===== config.mk =====
export PLATFORM = sky130hd
export DESIGN_NAME = hmc_target
export DESIGN_NICKNAME = d
export VERILOG_FILES = /design/src/hmc_pkg.sv /design/src/hmc_target.sv
export VERILOG_INCLUDE_DIRS = /design/src /design/src/src
export SDC_FILE = /design/constraint.sdc
export NUM_CORES = 1
export LEC_CHECK = 0
export ABC_AREA = 1
export BUFFER_PORTS_ARGS = -buffer_cell sky130_fd_sc_hd__buf_4
export CAP_MARGIN = 20
export CORE_ASPECT_RATIO = 1.1
export CORE_MARGIN = 1.5
export CORE_UTILIZATION = 47
export CTS_CLUSTER_SIZE = 30
export DETAILED_ROUTE_END_ITERATION = 12
export HOLD_SLACK_MARGIN = 0.06
export PLACE_DENSITY = 0.76
export SLEW_MARGIN = 0
export SYNTH_ARGS = -nofsm -noshare
export SYNTH_HDL_FRONTEND = slang
export SYNTH_SLANG_ARGS = --single-unit

===== constraint.sdc =====
create_clock -name mclk -period 1.4 [get_ports mclk]
set_input_delay 0.35 -clock mclk [delete_from_list [all_inputs] [get_ports mclk]]
set_output_delay 0.35 -clock mclk [all_outputs]
set_load 0.05 [all_outputs]

===== src/hmc_consts.svh =====
// Constants for the hub memory cycle target.
// Assumes inclusion by bare name from design files under src/.
// ----------------------------------------------------------------------
// What this block does
// ----------------------------------------------------------------------
`ifndef HMC_CONSTS_SVH
`define HMC_CONSTS_SVH

`define HMC_START_READ   4'hD
`define HMC_START_WRITE  4'hE
`define HMC_SIZE_BYTE    4'h0
`define HMC_SYNC_WAIT    4'h5
`define HMC_SYNC_READY   4'h0
`define HMC_TAR_DRIVE    4'hF
`define HMC_ADDR_NIBBLES 3'h7
`define HMC_ADDR_ARRAY_BIT 22
`define HMC_WAIT_DEFAULT 4'h2

`endif


===== src/hmc_pkg.sv =====
// Types for the hub memory cycle target.
// Assumes hmc_consts.svh is included alongside.
package hmc_pkg;
	typedef enum logic [3:0]
	{
		HMC_IDLE    = 4'b0000,
		HMC_SELECT  = 4'b0001,
		HMC_ADDR    = 4'b0010,
		HMC_SIZE    = 4'b0011,
		HMC_WDATA   = 4'b0100,
		HMC_TAR_IN  = 4'b0101,
		HMC_SYNC    = 4'b0110,
		HMC_RDATA   = 4'b0111,
		HMC_TAR_OUT = 4'b1000,
		HMC_FLOAT   = 4'b1001,
		HMC_STANDBY = 4'b1010
	} hmc_state_t;

	typedef enum logic [1:0]
	{
		HMC_MODE_ARRAY  = 2'b00,
		HMC_MODE_STATUS = 2'b01,
		HMC_MODE_IDENT  = 2'b10
	} hmc_mode_t;
endpackage : hmc_pkg


===== src/hmc_target.sv =====
// Hub memory cycle target: nibble-bus decode, sync and data return.
// Assumes inputs synchronous to mclk; the surrounding core supplies
// read data and takes write bytes over the user ports.
`timescale 1ns/1ps
`include "hmc_consts.svh"

module hmc_target
#(
	parameter logic [3:0] WAIT_CLOCKS = `HMC_WAIT_DEFAULT
)
(
	input  wire logic        mclk,            // Bus clock
	input  wire logic        srst,            // Sync reset, high
	input  wire logic        frame_strobe_n,  // Frame strobe, low
	input  wire logic [3:0]  nibble_bus_in,   // Bus level seen
	output logic      [3:0]  nibble_bus_out,  // Bus level driven
	output logic             nibble_bus_oe_n, // Low while driving
	input  wire logic [3:0]  strap_identity,  // Strapped select
	input  wire logic        core_busy,       // Internal op running
	input  wire logic [7:0]  array_rdata,     // Array byte
	input  wire logic [7:0]  lock_rdata,      // Sector lock byte
	input  wire logic [7:0]  gpi_rdata,       // General input byte
	input  wire logic [7:0]  status_rdata,    // Status byte
	input  wire logic [7:0]  ident_rdata,     // Identity byte
	input  wire logic [1:0]  read_mode,       // hmc_pkg::hmc_mode_t
	output logic             rd_req,          // Read fetch pulse
	output logic             wr_strobe,       // Write byte pulse
	output logic             wr_to_array,     // Write target array
	output logic      [21:0] loc_addr,        // Decoded location
	output logic      [7:0]  wr_data,         // Written byte
	output logic             other_cycle,     // Hand to other decoder
	output logic             standby          // Low-power standby
);

	hmc_pkg::hmc_state_t state_r;
	hmc_pkg::hmc_state_t state_nxt;
	logic                is_write_r;
	logic [2:0]          cnt_r;
	logic [3:0]          wait_r;
	logic [27:0]         addr_r;
	logic [7:0]          rbyte_r;
	logic [3:0]          out_r;
	logic                oe_n_r;
	logic                frame_d_r;
	logic                rd_req_r;
	logic                wr_strobe_r;
	logic                other_r;
	logic                standby_r;
	logic [7:0]          wdata_r;
	logic                start_ok_r;
	hmc_pkg::hmc_mode_t  mode_r;

	function automatic logic [7:0] read_pick
	(
		input logic [27:0] a,
		input logic [1:0]  m,
		input logic [7:0]  arr,
		input logic [7:0]  lck,
		input logic [7:0]  gpi,
		input logic [7:0]  sts,
		input logic [7:0]  idn
	);
		logic [7:0] r;
		r = arr;
		if (!a[`HMC_ADDR_ARRAY_BIT])
		begin
			r = a[0] ? gpi : lck;
		end
		else if (m == hmc_pkg::HMC_MODE_STATUS)
		begin
			r = sts;
		end
		else if (m == hmc_pkg::HMC_MODE_IDENT)
		begin
			r = idn;
		end
		return r;
	endfunction : read_pick

	// ------------------------------------------------------------------
	// Cycle decoder
	// ------------------------------------------------------------------
	// Start is taken only once the strobe goes high again, so the
	// last low clock's nibble wins; the next clock is select.
	always_comb
	begin
		state_nxt = state_r;
		case (state_r)
			hmc_pkg::HMC_IDLE,
			hmc_pkg::HMC_STANDBY:
				state_nxt = state_r;
			hmc_pkg::HMC_SELECT:
				state_nxt = (start_ok_r &&
					nibble_bus_in == strap_identity) ?
					hmc_pkg::HMC_ADDR : hmc_pkg::HMC_STANDBY;
			hmc_pkg::HMC_ADDR:
				if (cnt_r == (`HMC_ADDR_NIBBLES - 3'h1))
				begin
					state_nxt = hmc_pkg::HMC_SIZE;
				end
			hmc_pkg::HMC_SIZE:
				if (nibble_bus_in != `HMC_SIZE_BYTE)
				begin
					state_nxt = hmc_pkg::HMC_STANDBY;
				end
				else if (is_write_r)
				begin
					state_nxt = hmc_pkg::HMC_WDATA;
				end
				else
				begin
					state_nxt = hmc_pkg::HMC_TAR_IN;
				end
			hmc_pkg::HMC_WDATA:
				if (cnt_r == 3'h1)
				begin
					state_nxt = hmc_pkg::HMC_TAR_IN;
				end
			hmc_pkg::HMC_TAR_IN:
				if (cnt_r == 3'h1)
				begin
					state_nxt = hmc_pkg::HMC_SYNC;
				end
			hmc_pkg::HMC_SYNC:
				if (is_write_r || wait_r == 4'h0)
				begin
					state_nxt = is_write_r ? hmc_pkg::HMC_TAR_OUT
						: hmc_pkg::HMC_RDATA;
				end
			hmc_pkg::HMC_RDATA:
				if (cnt_r == 3'h1)
				begin
					state_nxt = hmc_pkg::HMC_TAR_OUT;
				end
			hmc_pkg::HMC_TAR_OUT:
				state_nxt = hmc_pkg::HMC_FLOAT;
			hmc_pkg::HMC_FLOAT:
				state_nxt = hmc_pkg::HMC_IDLE;
			default:
				state_nxt = hmc_pkg::HMC_IDLE;
		endcase
	end

	always_ff @(posedge mclk)
	begin
		frame_d_r <= srst ? 1'b0 : ~frame_strobe_n;
	end

	always_ff @(posedge mclk)
	begin
		if (srst)
		begin
			state_r    <= hmc_pkg::HMC_IDLE;
			is_write_r <= 1'b0;
			other_r    <= 1'b0;
		end
		else if (!frame_strobe_n)
		begin
			state_r <= hmc_pkg::HMC_SELECT;
			other_r <= 1'b0;
			if (nibble_bus_in == `HMC_START_READ)
			begin
				is_write_r <= 1'b0;
			end
			else if (nibble_bus_in == `HMC_START_WRITE)
			begin
				is_write_r <= 1'b1;
			end
		end
		else if (frame_d_r && !start_ok_r)
		begin
			// Strobe just rose on a start code that is not ours.
			state_r <= hmc_pkg::HMC_STANDBY;
			other_r <= 1'b1;
		end
		else
		begin
			state_r <= state_nxt;
			other_r <= 1'b0;
		end
	end

	// Mode follows the core; reset forces array reads only while it is held.
	always_ff @(posedge mclk)
	begin
		if (srst)
		begin
			mode_r <= hmc_pkg::HMC_MODE_ARRAY;
		end
		else
		begin
			mode_r <= hmc_pkg::hmc_mode_t'(read_mode);
		end
	end

	always_ff @(posedge mclk)
	begin
		if (srst)
		begin
			start_ok_r <= 1'b0;
		end
		else if (!frame_strobe_n)
		begin
			start_ok_r <= (nibble_bus_in == `HMC_START_READ) ||
				(nibble_bus_in == `HMC_START_WRITE);
		end
	end

	// ------------------------------------------------------------------
	// Counters and capture
	// ------------------------------------------------------------------
	always_ff @(posedge mclk)
	begin
		if (srst || state_nxt != state_r || !frame_strobe_n)
		begin
			cnt_r <= 3'h0;
		end
		else
		begin
			cnt_r <= cnt_r + 3'h1;
		end
	end

	always_ff @(posedge mclk)
	begin
		if (srst)
		begin
			addr_r <= 28'h0000000;
		end
		else if (state_r == hmc_pkg::HMC_ADDR && frame_strobe_n)
		begin
			addr_r <= {addr_r[23:0], nibble_bus_in};
		end
	end

	always_ff @(posedge mclk)
	begin
		if (srst)
		begin
			wdata_r     <= 8'h00;
			wr_strobe_r <= 1'b0;
		end
		else
		begin
			wr_strobe_r <= 1'b0;
			if (state_r == hmc_pkg::HMC_WDATA && frame_strobe_n)
			begin
				if (cnt_r == 3'h0)
				begin
					wdata_r[3:0] <= nibble_bus_in;
				end
				else
				begin
					wdata_r[7:4] <= nibble_bus_in;
					wr_strobe_r  <= 1'b1;
				end
			end
		end
	end

	// Access time is modelled as a fixed wait count per read.
	always_ff @(posedge mclk)
	begin
		if (srst)
		begin
			wait_r   <= 4'h0;
			rd_req_r <= 1'b0;
			rbyte_r  <= 8'h00;
		end
		else
		begin
			rd_req_r <= 1'b0;
			if (state_r == hmc_pkg::HMC_TAR_IN && cnt_r == 3'h1
				&& frame_strobe_n)
			begin
				wait_r   <= WAIT_CLOCKS;
				rd_req_r <= ~is_write_r;
			end
			else if (state_r == hmc_pkg::HMC_SYNC && wait_r != 4'h0)
			begin
				wait_r <= wait_r - 4'h1;
			end
			// Fetch from the first turn-around clock so a zero wait count
			// still has the byte ready.
			if (state_r == hmc_pkg::HMC_TAR_IN
				|| state_r == hmc_pkg::HMC_SYNC)
			begin
				rbyte_r <= read_pick(addr_r, mode_r, array_rdata,
					lock_rdata, gpi_rdata, status_rdata, ident_rdata);
			end
		end
	end

	// ------------------------------------------------------------------
	// Bus drive
	// ------------------------------------------------------------------
	// Outputs are registered from the next state so the drive lands
	// in the clock the field belongs to.
	always_ff @(posedge mclk)
	begin
		if (srst || !frame_strobe_n)
		begin
			oe_n_r <= 1'b1;
			out_r  <= `HMC_TAR_DRIVE;
		end
		else
		begin
			oe_n_r <= 1'b0;
			out_r  <= `HMC_TAR_DRIVE;
			case (state_nxt)
				// Read takes the bus in the second turn-around clock.
				hmc_pkg::HMC_TAR_IN:
					oe_n_r <= is_write_r
						|| state_r != hmc_pkg::HMC_TAR_IN;
				hmc_pkg::HMC_SYNC:
					out_r <= (is_write_r || (state_r == hmc_pkg::HMC_SYNC ?
						wait_r == 4'h1 : WAIT_CLOCKS == 4'h0)) ?
						`HMC_SYNC_READY : `HMC_SYNC_WAIT;
				hmc_pkg::HMC_RDATA:
					out_r <= (cnt_r == 3'h0 && state_r ==
						hmc_pkg::HMC_RDATA) ? rbyte_r[7:4]
						: rbyte_r[3:0];
				hmc_pkg::HMC_TAR_OUT:
					out_r <= `HMC_TAR_DRIVE;
				default:
					oe_n_r <= 1'b1;
			endcase
		end
	end

	always_ff @(posedge mclk)
	begin
		standby_r <= srst ? 1'b0 :
			(state_r == hmc_pkg::HMC_STANDBY && frame_strobe_n
			&& !core_busy);
	end

	assign nibble_bus_out  = out_r;
	assign nibble_bus_oe_n = oe_n_r;
	assign rd_req          = rd_req_r;
	assign wr_strobe       = wr_strobe_r;
	assign wr_to_array     = addr_r[`HMC_ADDR_ARRAY_BIT];
	assign loc_addr        = {addr_r[22], 3'h0, addr_r[17:0]};
	assign wr_data         = wdata_r;
	assign other_cycle     = other_r;
	assign standby         = standby_r;

endmodule : hmc_target


---- After elaboration in Yosys (flattened, before gate mapping) ----
Index checks and enable logic that the tools add are counted.
storage, ports and cells
  word-level logic and storage cells ...... 115
  memories ................................ 0
  output and inout bits ................... 40
  RAM bits ................................ 0
  latch bits .............................. 0
  flip-flop bits (word level) ............. 64
  bits in read-only memories .............. 0
  input bits .............................. 54
cells by class
  divide/modulo/power cells ............... 0
  reductions and logical operators ........ 38
  equality and inequality tests ........... 23
  multiplexer cells ....................... 27
  multiply operators ...................... 0
  magnitude comparators ................... 0
  bitwise operators ....................... 5
  add/sub/neg operators ................... 2
  shift operators ......................... 0
operators by type and width
  cell                                                   count
  two-way mux 4 bit                                      10
  case mux 4 bit (9 select lines)                        1
  two-way mux 8 bit                                      4
  equality test 4 x 3 -> 1 bit, second input constant    7
  equality test 4 bit, second input constant             5
  logical AND 1 bit                                      10
  OR reduction 2 bit                                     5
  equality test 4 x 1 -> 1 bit, second input constant    2
  equality test 4 x 2 -> 1 bit, second input constant    2
  logical NOT 4 bit                                      2
  logical OR 1 bit                                       8
  case mux 4 bit (2 select lines)                        1
  nonzero test 4 bit                                     2
  two-way mux 1 bit                                      7
  AND reduction 2 bit                                    3
  OR reduction 3 bit                                     2
  NOT 1 bit                                              5
  equality test 4 bit                                    1
  two-way mux 2 bit                                      2
  inequality test 4 x 3 -> 1 bit, second input constant  1
  inequality test 4 bit                                  1
  nonzero test 2 bit                                     2
  subtractor 4 x 1 -> 4 bit, second input constant       1
  adder 3 x 1 -> 3 bit, second input constant            1
  8 further kinds                                        10

---- Logic depth before layout (Yosys ltp) ----
Gate-level depths: netlist of run 1.
  word-level depth ........................ 7
  depth in mapped cells ................... 15
  mapped depth without buffers ............ 15

---- Least setup slack after synthesis of run 1 ----
No wires, ideal clock.
  path kind ............................... register to register
  from .................................... register addr_r[22]
  to ...................................... register rbyte_r[7]
  path buffers ............................ 2
  period minus slack after synthesis ...... 1,539 ps
  data arrival time ....................... 1,412 ps
  path slack .............................. -139 ps
  data required time ...................... 1,274 ps
  library setup time ...................... 126 ps
  cell stages (with the launch flop) ...... 6
  cell sequence ........................... dfxtp_1 clkbuf_1 clkbuf_1 nor2_1 o21ai_0 a31oi_1
on the way
  cells in the longest elaborated chain, start to end .. 1
ends and longest elaborated chain
  element                 RTL line           RTL
  from (decl)             hmc_target.sv:40   logic [27:0] addr_r;
  from (signal assigned)  hmc_target.sv:232  addr_r <= {addr_r[23:0], nibble_bus_in};
  two-way mux 8 bit       hmc_target.sv:65   if (!a[`HMC_ADDR_ARRAY_BIT])
  to (signal assigned)    hmc_target.sv:288  rbyte_r <= read_pick(addr_r, mode_r, array_rdata,
  to (decl)               hmc_target.sv:41   logic [7:0] rbyte_r;
Every way passes these cells.
A chain may end at the register's enable or synchronous reset.

---- Worst setup path after layout of run 1 ----
  from .................................... register state_r[1]
  to ...................................... register out_r[1], in the netlist nibble_bus_out[1]
on the way
  cells in the longest elaborated chain, start to end .. 5
  elaborated cells between the ends (all ways) .. 22
  classes of those cells .................. eq/ne (11); mux (8); reduce/logical (3)
ends and longest elaborated chain
  element                                                   RTL line           RTL
  from (decl)                                               hmc_target.sv:35   hmc_pkg::hmc_state_t state_r;
  from (signal assigned)                                    hmc_target.sv:153  state_r <= hmc_pkg::HMC_IDLE;
  from (signal assigned)                                    hmc_target.sv:159  state_r <= hmc_pkg::HMC_SELECT;
  from (signal assigned)                                    hmc_target.sv:173  state_r <= hmc_pkg::HMC_STANDBY;
  equality test 4 bit or logical NOT 4 bit (tied branches)  hmc_target.sv:88   case (state_r)
  OR reduction 2 bit                                        hmc_target.sv:88
  case mux 4 bit (9 select lines)                           hmc_target.sv:88
  equality test 4 x 3 -> 1 bit                              hmc_target.sv:310  case (state_nxt)
  case mux 4 bit (2 select lines) (*)                       hmc_target.sv:310
  to (signal assigned)                                      hmc_target.sv:309  out_r <= `HMC_TAR_DRIVE;
  to (signal assigned)                                      hmc_target.sv:316  out_r <= (is_write_r || (state_r == hmc_pkg::HMC_SYNC ?
  to (signal assigned)                                      hmc_target.sv:320  out_r <= (cnt_r == 3'h0 && state_r ==
  to (decl)                                                 hmc_target.sv:42   logic [3:0] out_r;
Every way passes the cells marked *; elsewhere a longest branch is shown, timed or not.

==> impl_metrics.csv, run 1 <==
group,metric,value,unit
run_status,status,"finished, violations left",
clock_tree,cts_root_buffer,"clkbuf_8",
hold_path,holdCritPathClass,"primary input to flop",
pwr,p_seq_share,42.3,%
final_layout,final_cell_count_no_fill,666,
timing,grt_setup_unrepaired,"yes",
floorplanning,fp-row-count,31,
floorplanning,core,0.00659,sq mm
logic_synthesis,avgSynthCellArea,7.16,sq um
place,placed_cells,629,
setup_path,cp-startpoint,"state_r[1]",
final_layout,final_common_cell,"buf_4",
setup_path,required,1680,ps
logic_synthesis,ys_types,39,
setup_path,crit_buf_inv,3,
setup_path,r2r-end,"nibble_bus_out[1]",
clock_tree,clkSinkCount,61,
setup_path,cp_cell_sequence,"inv_4 > nor2_4 > buf_6 > nand3b_1 > nand2_1 > nor2_2 > nand2_4 > inv_6 > nor2_4 > o211ai_1 > nand2_1",
route,drt_pre_antenna_iters,4,
hold_path,min_to,"standby",
setup_path,slowest_delay,410,ps
final_layout,area_growth,52.4,%
pwr,switching_power,1.10,mW
logic_synthesis,synthCells,449,
setup_path,critPathKind,"flop to flop",
route,vias,3424,
hold_path,hold_path_depth,2,
final_layout,drive_above_1_share,44.7,%
timing,drv_slew,0,
timing,fin_worst_skew,7.63,ps
setup_path,rrSetupSlack,-150,ps
pwr,comb_power_share,16.7,%
setup_path,cp_slowest_cell,"dfxtp_4",
final_layout,fill_cells,462,
grt,grt_usage,23.7,%
final_layout,multi_input_area,0.00180,sq mm
clock_tree,numCtsBuffers,9,
grt,grt_pass1_wl,13.6,mm
run,maxCapViolations,0,
clock_tree,cts_tree,"built",
final_layout,regArea,0.00124,sq mm
clock_tree,cts_buffer_depth,2,
setup_path,worstRegToRegCells,11,
grt,use_met1,30.4,%
final_layout,final_nets,639,
setup_path,worst_setup_path_start_kind,"flop",
floorplanning,num_io_pins,94,
pwr,p_int,3.18,mW
route,post_drt_wl_per_cell,14.3,microns
timing,setup_viol,36,
floorplanning,fp.dieW,81.9,microns
setup_path,cp_max_fo,5,
pwr,p_clk_share,41.0,%
route,drc,0,
timing,slew_headroom,65.4,%
place,gp_congestion,0.889,
setup_path,crit_family,"simple AND/OR/NAND/NOR gates",
timing,finalHoldViolations,0,
logic_synthesis,synth_ff_type,"dfxtp_1",
timing,fin_ws,-146,ps
pwr,netSwitchingFraction,25.7,%
run_status,failed_checks,"negative setup slack",
floorplanning,die_height,89.8,microns
grt,use_met3,4.57,%
final_layout,finish.utilization,74.3,%
logic_synthesis,syn-cell-area,0.00322,sq mm
pwr,power_density,873,mW/mm^2
pwr,p_leak,2.20,nW
clock_tree,htreeDepth,3,
final_layout,n_antenna_cell,0,
grt,overflow,0,
logic_synthesis,postSynth.asyncResetShare,0,%
grt,busiest_layer,"met2",
floorplanning,initial_core_util,48.8,%
logic_synthesis,yosysSeqAreaShare,38.0,%
place,dpl.hpwl,6.27,mm
grt,grt_pass1_vias,3047,
logic_synthesis,synth_warnings,0,
setup_path,r2r-start,"state_r[1]",
timing,period_share,110,%
setup_path,cp-end-kind,"flop",
pwr,ir_drop,0.702,mV
final_layout,layout_common_cells,"133 x buf_4, 52 x nand2_1, 52 x dfxtp_1",
clock_tree,clock_latency,340,ps
hold_path,hold_path.startpoint,"core_busy",
route,via_per_inst,5.14,
place,portBuffers,90,
floorplanning,die-area,0.00735,sq mm
clock_tree,clkTransAtPathRegs,70,ps
timing,tightest_slew,513,ps
route,drt-initial-drc-count,156,
grt,grt_start_max_net_pins,41,
logic_synthesis,ys_ff_latch,61,
timing,min_period,1550,ps
logic_synthesis,synth_edf_count,0,
route,drtAntennaViolNets,0,
timing,timing.fmax,0.647,GHz
setup_path,arrival,1830,ps
route,routed_wl,9.54,mm
grt,use_met2,38.7,%
grt,grt_antenna_before_repair,0,
[logic make-up after synthesis]
kind of cell,after synthesis,synth area share [%]
multiplexers,2,0.700
flip-flops,61,38.0
other,1,0.117
AO/OA/AOI/OAI,111,19.1
XOR/XNOR,3,0.817
AND/OR/NAND/NOR,164,24.1
adder cells (fa/ha/maj),6,2.33
buffers and inverters,101,14.8
[routing by layer]
metal	vias up	wire length [microns]
met5	-	0
li1	1707	-
met3	28	599
met4	0	253
met1	1564	3990
met2	125	4690
[Yosys cell counts (3+ instances only)]
cell	number	area share [%]
nor3_1	6	0.93
nor2_1	42	4.9
a31oi_1	10	1.9
nand3_1	30	4.7
o211ai_1	9	2.1
inv_1	54	6.3
nand4_1	3	0.58
nor2_4	5	1.8
clkbuf_1	13	1.5
buf_4	23	5.4
ha_1	6	2.3
a21oi_1	35	5.4
o21ai_0	50	7.8
nand2_1	62	7.2
dfxtp_1	61	38
inv_2	6	0.70
nor2_2	5	0.97
[power groups by stage]
stage / logic [mW] / clock network [mW] / registers [mW]
floorplan: 0.358 / 0 / 1.85
global placement: 0.613 / 0 / 1.84
detailed placement: 0.617 / 0 / 1.84
CTS: 0.652 / 1.78 / 1.81
global route: 0.765 / 1.87 / 1.81
finish: 0.715 / 1.75 / 1.81
[area by class of cell]
| type | count | share of cell area, % |
|---|---|---|
| Clock buffer | 12 | 3.17 |
| Tap cell | 82 | 2.09 |
| Clock inverter | 4 | 1.43 |
| Multi-Input combinational cell | 289 | 36.8 |
| Sequential cell | 61 | 25.3 |
| Timing Repair Buffer | 155 | 26.0 |
| Inverter | 63 | 5.16 |
[how the worst max path moves through the flow]
stage	end	slack, ps	depth (start not counted)
floorplan	cnt_r[2]	10	14
global placement	cnt_r[0]	-250	12
detailed placement	nibble_bus_out[0]	-180	12
CTS	nibble_bus_out[0]	-100	11
global route	cnt_r[0]	-210	12
finish	nibble_bus_out[1]	-150	11
[stage by stage]
| stage | power (mW) | TNS (ps) | setup slack [ps] | hold slack, ps | instance area, sq um |
|---|---|---|---|---|---|
| 5_1_grt | 4.45 | -5040 | -208 | 160 | 4900 |
| 3_3_place_gp | 2.45 | -2280 | -248 | 429 | 4130 |
| 3_5_place_dp | 2.46 | -1890 | -181 | 434 | 4130 |
| 4_1_cts | 4.24 | -831 | -98.5 | 156 | 4550 |
| 6_report | 4.28 | -2000 | -146 | 166 | 4900 |
| 2_1_floorplan | 2.20 | 0 | 11.8 | 410 | 3240 |
[registers in the layout, summed over array words and instances (netlist names)]
| name | count |
|---|---|
| state_r | 4 |
| wr_strobe | 1 |
| wr_data | 8 |
| rd_req | 1 |
| start_ok_r | 1 |
| wait_r | 4 |
| other_cycle | 1 |
| mode_r | 2 |
| nibble_bus_oe_n | 1 |
| frame_d_r | 1 |
| standby | 1 |
| rbyte_r | 8 |
| nibble_bus_out | 4 |
| addr_r | 20 |
| cnt_r | 3 |
| is_write_r | 1 |
[repair_timing]
| item | 4_1_cts | 5_1_grt |
|---|---|---|
| pin swaps | 14 | 23 |
| endpoints found under the hold margin | 0 | 0 |
| setup buffers | 6 | 17 |
| setup endpoints to repair | 44 | 53 |
| hold buffers | 0 | 0 |
| resized for setup | 48 | 89 |
(Power assumes the default switching activity.)
==> run 2, diff against run 1 <==
CORE_MARGIN = 5   (was 1.5)
PLACE_DENSITY = 0.88   (was 0.76)
==> impl_metrics.csv, run 2 (same netlist as run 1, synthesis figures left out) <==
group,metric,value,unit
timing,min_period,1620,ps
pwr,total_power,4.01,mW
setup_path,worst_setup_path_start_kind,"flop",
timing,drv_slew,0,
floorplanning,die-area,0.00860,sq mm
clock_tree,cts_buffer_depth,2,
clock_tree,clock_latency,340,ps
grt,grt_antenna_before_repair,0,
clock_tree,clkSinkCount,61,
place,pre_cts_ws,-199,ps
setup_path,cp-end-kind,"flop",
timing,fin_worst_skew,11.6,ps
timing,holdWs,159,ps
final_layout,drive_above_1_share,51.3,%
route,via_per_inst,5.42,
floorplanning,fp-row-count,31,
clock_tree,numCtsBuffers,9,
timing,timing.fmax,0.616,GHz
pwr,p_leak,2.29,nW
clock_tree,cts_tree,"built",
floorplanning,num_io_pins,94,
final_layout,n_antenna_cell,0,
final_layout,largest_reg_flops,20,
run_status,failed_checks,"negative setup slack",
route,drt-initial-drc-count,216,
grt,grt_usage,22.9,%
pwr,power_density,762,mW/mm^2
route,drtAntennaViolNets,0,
setup_path,required,1670,ps
grt,grt_pass1_wl,15.8,mm
pwr,ir_drop,0.590,mV
final_layout,largest-register,"addr_r",
final_layout,final_cell_count_no_fill,676,
place,placed_cells,630,
final_layout,layout_common_cells,"139 x buf_4, 53 x nand2_1, 53 x dfxtp_1",
floorplanning,core,0.00663,sq mm
final_layout,finish.utilization,79.3,%
grt,grt_start_max_net_pins,32,
timing,fin_ws,-224,ps
hold_path,holdCritPathClass,"primary input to flop",
floorplanning,die_height,96.8,microns
grt,grt_pass1_vias,3413,
place,dpl.hpwl,6.82,mm
place,gp_congestion,0.919,
final_layout,stdcell_area,0.00526,sq mm
setup_path,crit_path_frequent_cell,"nand2_1",
timing,finalHoldViolations,0,
route,drc,0,
grt,overflow,0,
place,portBuffers,90,
setup_path,arrival,1900,ps
timing,grt_setup_unrepaired,"yes",
timing,setup_viol,39,
route,routed_wl,11.6,mm
final_layout,area_growth,63.5,%
final_layout,fill_cells,402,
floorplanning,fp.dieW,88.9,microns
timing,finalSetupTns,-2220,ps
final_layout,final_nets,649,
setup_path,cp_max_fo,4,
route,post_drt_wl_per_cell,17.1,microns
final_layout,final_common_cell,"buf_4",
setup_path,slowest_delay,330,ps
setup_path,cp_cell_sequence,"inv_2 > nor2_4 > buf_6 > buf_4 > nand2_1 > nand2_1 > inv_1 > nand4_1 > nand2_1 > a21oi_2 > nand2_1 > nor2_1",
run_status,status,"finished, violations left",
setup_path,critPathKind,"flop to flop",
route,vias,3666,
clock_tree,cts_root_buffer,"clkbuf_8",
floorplanning,initial_core_util,48.5,%
place,post_dp_cell_area,0.00415,sq mm
clock_tree,clkTransAtPathRegs,80,ps
timing,period_share,116,%
run,maxCapViolations,0,
clock_tree,htreeDepth,3,
setup_path,cp_slowest_cell,"dfxtp_2",
route,drt_pre_antenna_iters,4,
## run 2: changes by cell type in the layout (fill, tap and decap cells not counted), sizes merged
cell      delta
buf          +7
clkinvlp     +3
bufinv       -2
clkbuf       -1
clkinv       +1
inv          +1
nand2        +1
## run 2: worst max-delay path: cells and delay by family, from the launching register on
family / cells / cell delay, ps
and+or+nand+nor: 7 / 710
AOI/OAI and AO/OA: 1 / 100
buffers and inverters: 4 / 410
DFF: 1 / 330
## run 2: worst paths after layout
kind	cells after the start	to	slack [ps]	startpoint
worst max register to register	12	cnt_r[0]	-220	state_r[2]
worst min-delay path	2	standby	160	core_busy
worst max-delay path	12	cnt_r[0]	-220	state_r[2]
worst min register to register	2	start_ok_r	500	start_ok_r
## run 2: cell type report
class | count | area (sq um) | area share (%)
Clock buffer | 9 | 124 | 2.35
Clock inverter | 7 | 42.5 | 0.809
Inverter | 63 | 246 | 4.69
Multi-Input combinational cell | 290 | 2060 | 39.1
Sequential cell | 61 | 1240 | 23.6
Tap cell | 82 | 103 | 1.95
Timing Repair Buffer | 164 | 1450 | 27.5
## run 2: where the power goes
group          internal [mW]  switching [mW]  total, mW
Clock                  0.628           0.750       1.38
Sequential              1.77          0.0417       1.81
Combinational          0.357           0.462      0.819
Total                   2.75            1.25       4.01
## run 2: metal layers
metal | part of all wire, % | global-route usage [%]
met5 | 0 | 0
met4 | 3.0 | 9.30
met3 | 5.5 | 3.91
met2 | 54 | 40.6
met1 | 37 | 26.3
## run 2: timing repair
item | CTS | global route
resized for setup | 52 | 135
hold buffers | 0 | 0
pin swaps | 16 | 52
endpoints found under the setup margin | 48 | 52
buffers inserted | 10 | 16
gates cloned | 3 | 3
